<file path="config.mk">
export PLATFORM = sky130hd
export DESIGN_NAME = ibs_status
export DESIGN_NICKNAME = d
export VERILOG_FILES = /design/src/hw/ibs_pkg.sv /design/src/hw/ibs_status.sv
export SDC_FILE = /design/constraint.sdc
export NUM_CORES = 1
export LEC_CHECK = 0
export ABC_CLOCK_PERIOD_IN_PS = 2100
export BUFFER_PORTS_ARGS = -buffer_cell sky130_fd_sc_hd__buf_4
export CAP_MARGIN = 10
export CORE_MARGIN = 2
export CORE_UTILIZATION = 46
export DETAILED_ROUTE_END_ITERATION = 10
export PLACE_DENSITY = 0.9
export SYNTH_ARGS = -nofsm -noshare
export SYNTH_HDL_FRONTEND = slang
export SYNTH_SLANG_ARGS = --single-unit
</file>
<file path="constraint.sdc">
create_clock -name clk -period 2.1 [get_ports clk]
set_input_delay 0.21 -clock clk [delete_from_list [all_inputs] [get_ports clk]]
set_output_delay 0.21 -clock clk [all_outputs]
set_load 0.05 [all_outputs]
</file>
<file path="src/hw/ibs_pkg.sv">
// Package with the register map, field positions and reset values of the bus status block.
package ibs_pkg;

    ////////////////////////////////////////////////////////////////////////////////
    // Bus geometry.
    localparam int DATA_W  = 32;
    localparam int ADDR_W  = 5;
    localparam int BYTE_W  = 8;
    localparam int FLAGS_W = 5;
    localparam int IRQ_W   = 4;

    ////////////////////////////////////////////////////////////////////////////////
    // Register byte offsets.
    localparam logic [ADDR_W-1:0] OFF_STATUS   = 5'h00;
    localparam logic [ADDR_W-1:0] OFF_RX_HOLD  = 5'h04;
    localparam logic [ADDR_W-1:0] OFF_TX_HOLD  = 5'h08;
    localparam logic [ADDR_W-1:0] OFF_IRQ_STAT = 5'h0C;
    localparam logic [ADDR_W-1:0] OFF_IRQ_MASK = 5'h10;

    ////////////////////////////////////////////////////////////////////////////////
    // Bus status register field positions.
    localparam int BIT_STOP_SEEN  = 4;
    localparam int BIT_START_SEEN = 3;
    localparam int BIT_DIR_READ   = 2;
    localparam int BIT_RX_FULL    = 1;
    localparam int BIT_TX_FULL    = 0;

    ////////////////////////////////////////////////////////////////////////////////
    // Interrupt status and mask field positions.
    localparam int IRQ_START   = 0;
    localparam int IRQ_STOP    = 1;
    localparam int IRQ_ADDR    = 2;
    localparam int IRQ_RX_FULL = 3;

    ////////////////////////////////////////////////////////////////////////////////
    // Reset values.
    localparam logic [FLAGS_W-1:0] RST_FLAGS    = 5'h00;
    localparam logic [IRQ_W-1:0]   RST_IRQ_STAT = 4'h0;
    localparam logic [IRQ_W-1:0]   RST_IRQ_MASK = 4'h0;
    localparam logic [BYTE_W-1:0]  RST_BYTE     = 8'h00;
    localparam logic [DATA_W-1:0]  RST_RDATA    = 32'h00000000;

endpackage : ibs_pkg

</file>
<file path="src/hw/ibs_status.sv">
// Bus status flags of a two-wire serial controller with an Avalon-MM register slave.
//
// Our own choices: register access over Avalon-MM and the placing of the registers.
`timescale 1ns/1ps

module ibs_status (
    input  wire logic                        clk,
    input  wire logic                        rst,
    input  wire logic [ibs_pkg::ADDR_W-1:0]  address,
    input  wire logic                        read,
    input  wire logic                        write,
    input  wire logic [ibs_pkg::DATA_W-1:0]  writedata,
    output logic      [ibs_pkg::DATA_W-1:0]  readdata,
    output logic                             waitrequest,
    output logic                             irq,
    input  wire logic                        scl_in,
    input  wire logic                        sda_in,
    input  wire logic                        addr_rcvd,
    input  wire logic                        addr_rw,
    input  wire logic                        rx_byte_valid,
    input  wire logic [ibs_pkg::BYTE_W-1:0]  rx_byte,
    input  wire logic                        tx_done,
    output logic      [ibs_pkg::BYTE_W-1:0]  transmit_holding_register,
    output logic                             transmit_full_flag
);
    import ibs_pkg::*;

    // Address match helper shared by the read, write and side-effect decoders.
    function automatic logic hit(input logic [ADDR_W-1:0] addr, input logic [ADDR_W-1:0] off);
        hit = (addr == off);
    endfunction : hit

    ////////////////////////////////////////////////////////////////////////////////
    // Pin synchronisers and bus condition detection.

    logic [1:0] scl_sync;
    logic [1:0] sda_sync;
    logic       scl_q;
    logic       sda_q;
    logic       start_det;
    logic       stop_det;

    // Three flops per pin; only the second synchroniser stage and its delayed copy feed logic.
    always_ff @(posedge clk or posedge rst) begin
        if (rst) begin
            scl_sync <= 2'h3;
            sda_sync <= 2'h3;
            scl_q    <= 1'b1;
            sda_q    <= 1'b1;
        end else begin
            scl_sync <= {scl_sync[0], scl_in};
            sda_sync <= {sda_sync[0], sda_in};
            scl_q    <= scl_sync[1];
            sda_q    <= sda_sync[1];
        end
    end

    // Data falling while the clock is high is a Start; data rising is a Stop.
    always_comb begin
        start_det = scl_q && scl_sync[1] && sda_q && !sda_sync[1];
        stop_det  = scl_q && scl_sync[1] && !sda_q && sda_sync[1];
    end

    ////////////////////////////////////////////////////////////////////////////////
    // Bus access decode.

    logic rd_go;
    logic wr_go;

    // An access completes in the cycle where waitrequest is already low.
    always_comb begin
        rd_go = read && !waitrequest;
        wr_go = write && !waitrequest;
    end

    ////////////////////////////////////////////////////////////////////////////////
    // Status flags and holding registers.

    logic              stop_seen;
    logic              start_seen;
    logic              dir_read;
    logic              receive_full_flag;
    logic [BYTE_W-1:0] receive_holding_register;
    logic              next_stop_seen;
    logic              next_start_seen;
    logic              next_dir_read;
    logic              next_rx_full;
    logic              next_tx_full;
    logic [BYTE_W-1:0] next_rx_hold;
    logic [BYTE_W-1:0] next_tx_hold;

    // Next flag values; hardware sets win over clears in the same cycle.
    always_comb begin
        next_stop_seen  = stop_seen;
        next_start_seen = start_seen;
        next_dir_read   = dir_read;
        next_rx_full    = receive_full_flag;
        next_tx_full    = transmit_full_flag;
        next_rx_hold    = receive_holding_register;
        next_tx_hold    = transmit_holding_register;
        if (stop_det) begin
            next_stop_seen  = 1'b1;
            next_start_seen = 1'b0;
        end else if (start_det) begin
            next_stop_seen  = 1'b0;
            next_start_seen = 1'b1;
        end
        if (addr_rcvd) begin
            next_dir_read = addr_rw;
        end
        if (rd_go && hit(address, OFF_RX_HOLD)) begin
            next_rx_full = 1'b0;
        end
        if (rx_byte_valid) begin
            next_rx_full = 1'b1;
            next_rx_hold = rx_byte;
        end
        if (tx_done) begin
            next_tx_full = 1'b0;
        end
        if (wr_go && hit(address, OFF_TX_HOLD)) begin
            next_tx_full = 1'b1;
            next_tx_hold = writedata[BYTE_W-1:0];
        end
    end

    // Register the flags and holding registers.
    always_ff @(posedge clk or posedge rst) begin
        if (rst) begin
            stop_seen                 <= RST_FLAGS[BIT_STOP_SEEN];
            start_seen                <= RST_FLAGS[BIT_START_SEEN];
            dir_read                  <= RST_FLAGS[BIT_DIR_READ];
            receive_full_flag         <= RST_FLAGS[BIT_RX_FULL];
            transmit_full_flag        <= RST_FLAGS[BIT_TX_FULL];
            receive_holding_register  <= RST_BYTE;
            transmit_holding_register <= RST_BYTE;
        end else begin
            stop_seen                 <= next_stop_seen;
            start_seen                <= next_start_seen;
            dir_read                  <= next_dir_read;
            receive_full_flag         <= next_rx_full;
            transmit_full_flag        <= next_tx_full;
            receive_holding_register  <= next_rx_hold;
            transmit_holding_register <= next_tx_hold;
        end
    end

    ////////////////////////////////////////////////////////////////////////////////
    // Interrupt status, mask and output.

    logic [IRQ_W-1:0] irq_stat;
    logic [IRQ_W-1:0] irq_mask;
    logic [IRQ_W-1:0] irq_events;
    logic [IRQ_W-1:0] next_irq_stat;
    logic [IRQ_W-1:0] next_irq_mask;
    logic             next_irq;

    // Write-one-to-clear status; an event in the same cycle keeps its bit set.
    always_comb begin
        irq_events              = '0;
        irq_events[IRQ_START]   = start_det;
        irq_events[IRQ_STOP]    = stop_det;
        irq_events[IRQ_ADDR]    = addr_rcvd;
        irq_events[IRQ_RX_FULL] = rx_byte_valid;
        next_irq_stat           = irq_stat;
        next_irq_mask           = irq_mask;
        if (wr_go && hit(address, OFF_IRQ_STAT)) begin
            next_irq_stat = irq_stat & ~writedata[IRQ_W-1:0];
        end
        if (wr_go && hit(address, OFF_IRQ_MASK)) begin
            next_irq_mask = writedata[IRQ_W-1:0];
        end
        next_irq_stat = next_irq_stat | irq_events;
        next_irq      = |(next_irq_stat & next_irq_mask);
    end

    // Register interrupt state.
    always_ff @(posedge clk or posedge rst) begin
        if (rst) begin
            irq_stat <= RST_IRQ_STAT;
            irq_mask <= RST_IRQ_MASK;
            irq      <= 1'b0;
        end else begin
            irq_stat <= next_irq_stat;
            irq_mask <= next_irq_mask;
            irq      <= next_irq;
        end
    end

    ////////////////////////////////////////////////////////////////////////////////
    // Avalon-MM slave handshake and read data.

    logic              next_waitrequest;
    logic [DATA_W-1:0] next_readdata;

    // Each access waits one cycle; read data is loaded as waitrequest drops.
    always_comb begin
        next_waitrequest = 1'b1;
        next_readdata    = readdata;
        if ((read || write) && waitrequest) begin
            next_waitrequest = 1'b0;
        end
        if (read && waitrequest) begin
            next_readdata = RST_RDATA;
            if (hit(address, OFF_STATUS)) begin
                next_readdata[BIT_STOP_SEEN]  = stop_seen;
                next_readdata[BIT_START_SEEN] = start_seen;
                next_readdata[BIT_DIR_READ]   = dir_read;
                next_readdata[BIT_RX_FULL]    = receive_full_flag;
                next_readdata[BIT_TX_FULL]    = transmit_full_flag;
            end else if (hit(address, OFF_RX_HOLD)) begin
                next_readdata[BYTE_W-1:0] = receive_holding_register;
            end else if (hit(address, OFF_TX_HOLD)) begin
                next_readdata[BYTE_W-1:0] = transmit_holding_register;
            end else if (hit(address, OFF_IRQ_STAT)) begin
                next_readdata[IRQ_W-1:0] = irq_stat;
            end else if (hit(address, OFF_IRQ_MASK)) begin
                next_readdata[IRQ_W-1:0] = irq_mask;
            end
        end
    end

    // Register the bus answer.
    always_ff @(posedge clk or posedge rst) begin
        if (rst) begin
            waitrequest <= 1'b1;
            readdata    <= RST_RDATA;
        end else begin
            waitrequest <= next_waitrequest;
            readdata    <= next_readdata;
        end
    end
endmodule : ibs_status

</file>
==> impl_metrics.csv, run 1 <==
group,metric,value,unit
min_path,min_path_type,"input pin to async pin",
synth,netlist_instances,187,
place,numPortBuffers,49,
drt,viasPerCell,5.45,
cts,clk_latency,300,ps
drt,first_pass_iters,4,
critical_path,worstPathRequired,2280,ps
cts,cts_buffer_depth,2,
critical_path,critical_path_class,"register to register",
sta,relSlewSlack,0.637,
global_routing,grt_max_degree,46,
sta,setup_tns,0,ps
die,core,0.00438,mm2
synth,synth-seq-cells,45,
critical_path,cp.arrival,2060,ps
pwr,finalPower,2.39,mW
die,fp.dieW,71.7,um
synth,synth_top_area_share,0.451,
drt,route.vias.total,1640,
pwr,pwr_density_cell,904,mW/mm2
synth,ys.warnings.count,0,
critical_path,cp_num_cells,4,
global_routing,grt_usage,0.194,
drt,wire_per_inst,15.6,um
critical_path,start_kind,"register",
cts,clk_pin_slew_worst_paths,80,ps
sta,fin_skew,5.29,ps
finish,nNetsFinal,303,
global_routing,antenna_found_initial,0,
pwr,vdd_drop_max,0.000443,V
status,outcome,"complete, no violations",
drt,drtIter0Drc,90,
synth,syn_avg_cell_area,11.3,um2
critical_path,crit_family,"compound AO/OA/AOI/OAI gates",
critical_path,worstReg2RegEnd,"irq$_DFF_PP0_",
global_routing,grt_pass1_wl,7620,um
critical_path,r2r_slack,220,ps
pwr,total_leakage_power,1.23,nW
die,die_y,71.7,um
die,row_count,24,
critical_path,ff2ff_path_depth,4,
cts,root_buffer,"clkbuf_8",
cts,cts_buffers,5,
die,die_area,0.00514,mm2
synth,synth.area.top_cells,"dfrtp_1, dfstp_2, buf_4",
critical_path,cp_max_fo,8,
critical_path,cp_num_buf_inv,0,
sta,worstMarginPinSlew,544,ps
cts,htree_levels,2,
sta,report.final.hold_viol_count,0,
cts,cts_tree,"built",
sta,finalCritPeriodShare,0.895,
die,io_pins,98,
critical_path,timing.rr.start,"waitrequest$_DFF_PP1_",
place,gp_congestion,0.912,
synth,synth_flop_cell,"dfrtp_1",
sta,maxSlewViolCount,0,
place,dp_hpwl,3550,um
synth,synth-edff-count,0,
critical_path,slowest_delay,550,ps
synth,seq_area_frac_synth,0.538,
synth,yosysTopAreaCell,"dfrtp_1",
job,maxCapViolations,0,
global_routing,gr-total-overflow,0,
drt,wl,4700,um
critical_path,worstPathCellList,"or4bb_1, o21ai_0, a22oi_1, a2111o_1",
critical_path,critPathCaptureType,"register",
sta,setup_viol,0,
die,start_util,0.481,
sta,rsz0062_at_grt,"no",
critical_path,slowest_stage,"or4bb_1",
critical_path,critical_path.startpoint,"waitrequest$_DFF_PP1_",
finish,area_growth,25.2,%
sta,fmax,532,MHz
synth,ys_async_sr_fraction,1.00,
cts,cts_sinks,45,
drt,antenna_left,0,
finish,diodes,0,
sta,layout_min_cycle_time,1880,ps
finish,drive_above_1_share,0.369,
synth,syn-cell-area,0.00211,mm2
cts,cts_setup_buffers,0,
finish,num-fill-cells,381,
finish,final_common_cell,"buf_4",
finish,layout_common_cells,"buf_4, dfrtp_1, conb_1",
global_routing,grt_pass1_vias,1602,
drt,drc_errors,0,
synth,synth.distinct_cells,40,
cts,cts.repair.resized,0,
kinds of logic (layout without fill, tap and decap cells):
family,count (synthesis),after routing,synth area share
flops,45,45,0.538
mux,17,17,0.0908
simple gates,50,50,0.138
compound gates,44,44,0.135
buf+inv,30,69,0.0961
other cells,1,24,0.00178
worst reg2reg max path, delay by kind of cell, from the launching register on:
| kind | cells | cell delay, ps |
|---|---|---|
| simple gates | 1 | 550 |
| compound gates | 3 | 800 |
| flops | 1 | 410 |
state kept, by name (all words and copies together) (netlist names):
name	cells
dir_read	1
irq	1
irq_mask	4
irq_stat	4
readdata	8
receive_full_flag	1
receive_holding_register	8
scl_q	1
scl_sync	2
sda_q	1
sda_sync	2
start_seen	1
stop_seen	1
transmit_full_flag	1
transmit_holding_register	8
waitrequest	1
worst max-delay path by stage:
stage / to / slack, ps
final: irq$_DFF_PP0_ / 220
after global routing: irq$_DFF_PP0_ / 160
after CTS: irq$_DFF_PP0_ / 220
after detailed placement: irq$_DFF_PP0_ / 210
after global placement: irq$_DFF_PP0_ / 230
after floorplan: irq$_DFF_PP0_ / 300
routing by layer:
| layer | global-route usage | wire length (um) | up-vias |
|---|---|---|---|
| met5 | 0 | 0 | - |
| met4 | 0.0713 | 72 | 0 |
| met3 | 0.0731 | 375 | 10 |
| met2 | 0.319 | 2390 | 69 |
| met1 | 0.234 | 1850 | 810 |
| li1 | - | - | 751 |
layout make-up:
type,instances,area (um2),share of cell area
Sequential cell,45,1130,0.430
Clock buffer,5,68.8,0.0261
Inverter,4,15.0,0.00569
Clock inverter,3,65.1,0.0247
Timing Repair Buffer,57,433,0.164
Tap cell,52,65.1,0.0247
Multi-Input combinational cell,135,857,0.325
synth_stat cells, types with 2 or more instances:
master,count
dfrtp_1,38
nand2b_1,2
nand3_1,9
o21ai_1,4
nand4b_1,2
clkbuf_1,2
o2bb2ai_1,4
dfstp_2,7
a221oi_1,2
a22oi_1,5
buf_4,24
mux2_2,16
nor2b_1,2
inv_1,3
o21ai_0,9
a21oi_1,9
o22ai_1,5
nor2_1,6
nand2_1,17
per-stage QoR:
step	area [um2]	hold WS [ps]	cells	setup WS, ps	util
detailed placement	2480	319	291	210	0.567
CTS	2640	61.5	301	221	0.602
floorplan	2190	214	210	300	-
global placement	2480	318	291	229	0.567
finish	2640	48.3	301	220	0.602
global route	2640	88.7	301	156	0.602
where the power goes:
group	switching [mW]	internal, mW
sequential	0.0632	0.967
combinational	0.412	0.187
clock	0.284	0.472
repair_timing:
item / 4_1_cts / 5_1_grt
endpoints found under the setup margin: 0 / 0
hold buffers: 2 / 0
endpoints found under the hold margin: 2 / 0
No activity file was read; power rests on OpenSTA's default activity.
==> inputs of run 2 (changes only) <==
--- a/config.mk
+++ b/config.mk
@@ -11,7 +11,8 @@
 export CORE_MARGIN = 2
 export CORE_UTILIZATION = 46
 export DETAILED_ROUTE_END_ITERATION = 10
-export PLACE_DENSITY = 0.9
+export GPL_TIMING_DRIVEN = 0
+export PLACE_DENSITY_LB_ADDON = 0.15
 export SYNTH_ARGS = -nofsm -noshare
 export SYNTH_HDL_FRONTEND = slang
 export SYNTH_SLANG_ARGS = --single-unit
==> impl_metrics.csv, run 2 (synthesized netlist as in run 1, its figures left out) <==
group,metric,value,unit
status,outcome,"complete, no violations",
critical_path,cp.arrival,2120,ps
finish,area_growth,30.8,%
sta,rsz0062_at_grt,"no",
place,dp_hpwl,3550,um
drt,wl,4790,um
critical_path,worstSetupEndpoint,"irq$_DFF_PP0_",
sta,layout_min_cycle_time,1940,ps
pwr,p_seq_frac,0.471,
cts,clk_pin_slew_worst_paths,80,ps
critical_path,critPathCaptureType,"register",
place,numPortBuffers,49,
min_path,hp-start,"sda_in",
finish,top_regs,"readdata x8, receive_holding_register x8, transmit_holding_register x8",
pwr,pwr_density_cell,791,mW/mm2
cts,cts_buffers,5,
critical_path,worstReg2RegEnd,"irq$_DFF_PP0_",
critical_path,slowest_stage,"or4bb_1",
critical_path,r2r_slack,160,ps
sta,finalCritPeriodShare,0.924,
cts,root_buffer,"clkbuf_8",
sta,fin_ws,161,ps
global_routing,antenna_found_initial,0,
cts,cts_sinks,45,
finish,regArea,0.00113,mm2
critical_path,start_kind,"register",
die,start_util,0.481,
die,io_pins,98,
critical_path,worstPathCellList,"or4bb_1, o21ai_0, a22oi_1, a2111o_1",
job,maxCapViolations,0,
cts,cts.repair.resized,0,
place,gp_congestion,0.827,
finish,layout_common_cells,"buf_4, dfrtp_1, conb_1",
critical_path,critical_path.startpoint,"waitrequest$_DFF_PP1_",
finish,num-fill-cells,389,
pwr,vdd_drop_max,0.000526,V
critical_path,slowest_delay,560,ps
finish,final_common_cell,"buf_4",
global_routing,grt_pass1_wl,7670,um
global_routing,grt_max_degree,25,
global_routing,grt_usage,0.196,
finish,nNetsFinal,324,
drt,drc_errors,0,
critical_path,cp_num_cells,4,
critical_path,ff2ff_path_depth,4,
critical_path,cp_max_fo,8,
global_routing,gr-total-overflow,0,
pwr,comb_power_share,0.293,
die,core,0.00438,mm2
drt,first_pass_iters,4,
pwr,switchingPower,0.764,mW
drt,route.vias.total,1642,
critical_path,timing.rr.start,"waitrequest$_DFF_PP1_",
place,place_ws,15.9,ps
finish,finalInstanceArea,0.00276,mm2
critical_path,crit_family,"compound AO/OA/AOI/OAI gates",
pwr,p_sw_frac,0.350,
finish,multi_input_area,857,um2
die,row_count,24,
cts,cts_buffer_depth,2,
sta,fmax,516,MHz
pwr,p_int,1.42,mW
sta,maxSlewViolCount,0,
cts,clk_latency,300,ps
finish,stdcell_count,322,
critical_path,worstPathRequired,2280,ps
finish,diodes,0,
die,fp.dieW,71.7,um
finish,drive_above_1_share,0.411,
critical_path,cp_num_buf_inv,0,
cts,htree_levels,2,
drt,antenna_left,0,
pwr,clkPwrFrac,0.236,
sta,fin_skew,3.72,ps
drt,wire_per_inst,14.9,um
sta,worstMarginPinSlew,874,ps
drt,viasPerCell,5.10,
critical_path,critical_path_class,"register to register",
sta,setup_tns,0,ps
die,die_y,71.7,um
pwr,total_leakage_power,1.32,nW
place,placed_area,0.00266,mm2
sta,report.final.hold_viol_count,0,
min_path,min_path_type,"input pin to register",
finish,finish.utilization,0.629,
sta,relSlewSlack,0.413,
sta,setup_viol,0,
cts,cts_tree,"built",
global_routing,grt_pass1_vias,1622,
place,dp_cells,312,
drt,drtIter0Drc,66,
die,die_area,0.00514,mm2
run 2: cell types whose count changed in the layout (fill, tap and decap cells not counted):
| cell | delta |
|---|---|
| bufinv_16 | -2 |
| inv_1 | -1 |
| inv_2 | +1 |
| buf_16 | +1 |
| buf_4 | +18 |
| clkbuf_1 | +3 |
| clkinv_2 | +1 |
run 2: per-stage QoR:
step                      hold slack (ps)  power [mW]
after floorplan                       214        1.48
after global placement                319        1.66
after detailed placement              278        1.68
after CTS                            8.33        2.19
after global routing                 2.32        2.27
final                                17.3        2.18
run 2: layer usage:
layer  global-route usage  routed length, um  vias up
li1                     -                  -      791
met1                0.245               2050      784
met2                0.323               2310       61
met3               0.0577                359        6
met4               0.0692                 68        0
met5                    0                  0        -
run 2: what timing repair did:
action / CTS / global route
hold buffers: 1 / 1
buffers inserted: 0 / 0
endpoints found under the hold margin: 15 / 1
run 2: layout make-up:
class,count,share of cell area
Multi-Input combinational cell,135,0.311
Sequential cell,45,0.412
Clock inverter,2,0.00363
Buffer,26,0.0681
Timing Repair Buffer,52,0.151
Tap cell,52,0.0236
Clock buffer,6,0.0263
Inverter,4,0.00544
run 2: worst min-delay path by stage:
stage | to | slack, ps | cells after the start
2_1_floorplan | scl_sync[0]$_DFF_PP1_ | 210 | 0
3_3_place_gp | sda_sync[0]$_DFF_PP1_ | 320 | 1
3_5_place_dp | transmit_holding_register[1]$_DFFE_PP0P_ | 280 | 2
4_1_cts | scl_sync[0]$_DFF_PP1_ | 8 | 1
5_1_grt | sda_sync[0]$_DFF_PP1_ | 2 | 1
6_report | sda_sync[0]$_DFF_PP1_ | 20 | 1
run 2: power groups by stage:
| stage | Combinational [mW] | Clock, mW | Sequential (mW) |
|---|---|---|---|
| floorplan | 0.273 | 0 | 1.21 |
| global placement | 0.621 | 0 | 1.04 |
| detailed placement | 0.635 | 0 | 1.04 |
| CTS | 0.638 | 0.527 | 1.03 |
| global route | 0.673 | 0.560 | 1.04 |
| finish | 0.638 | 0.514 | 1.03 |
run 2: worst reg2reg max path, stage by stage, from the launching register on:
cell and delay (ps):
dfstp_2 410, or4bb_1 560, o21ai_0 290, a22oi_1 160, a2111o_1 410
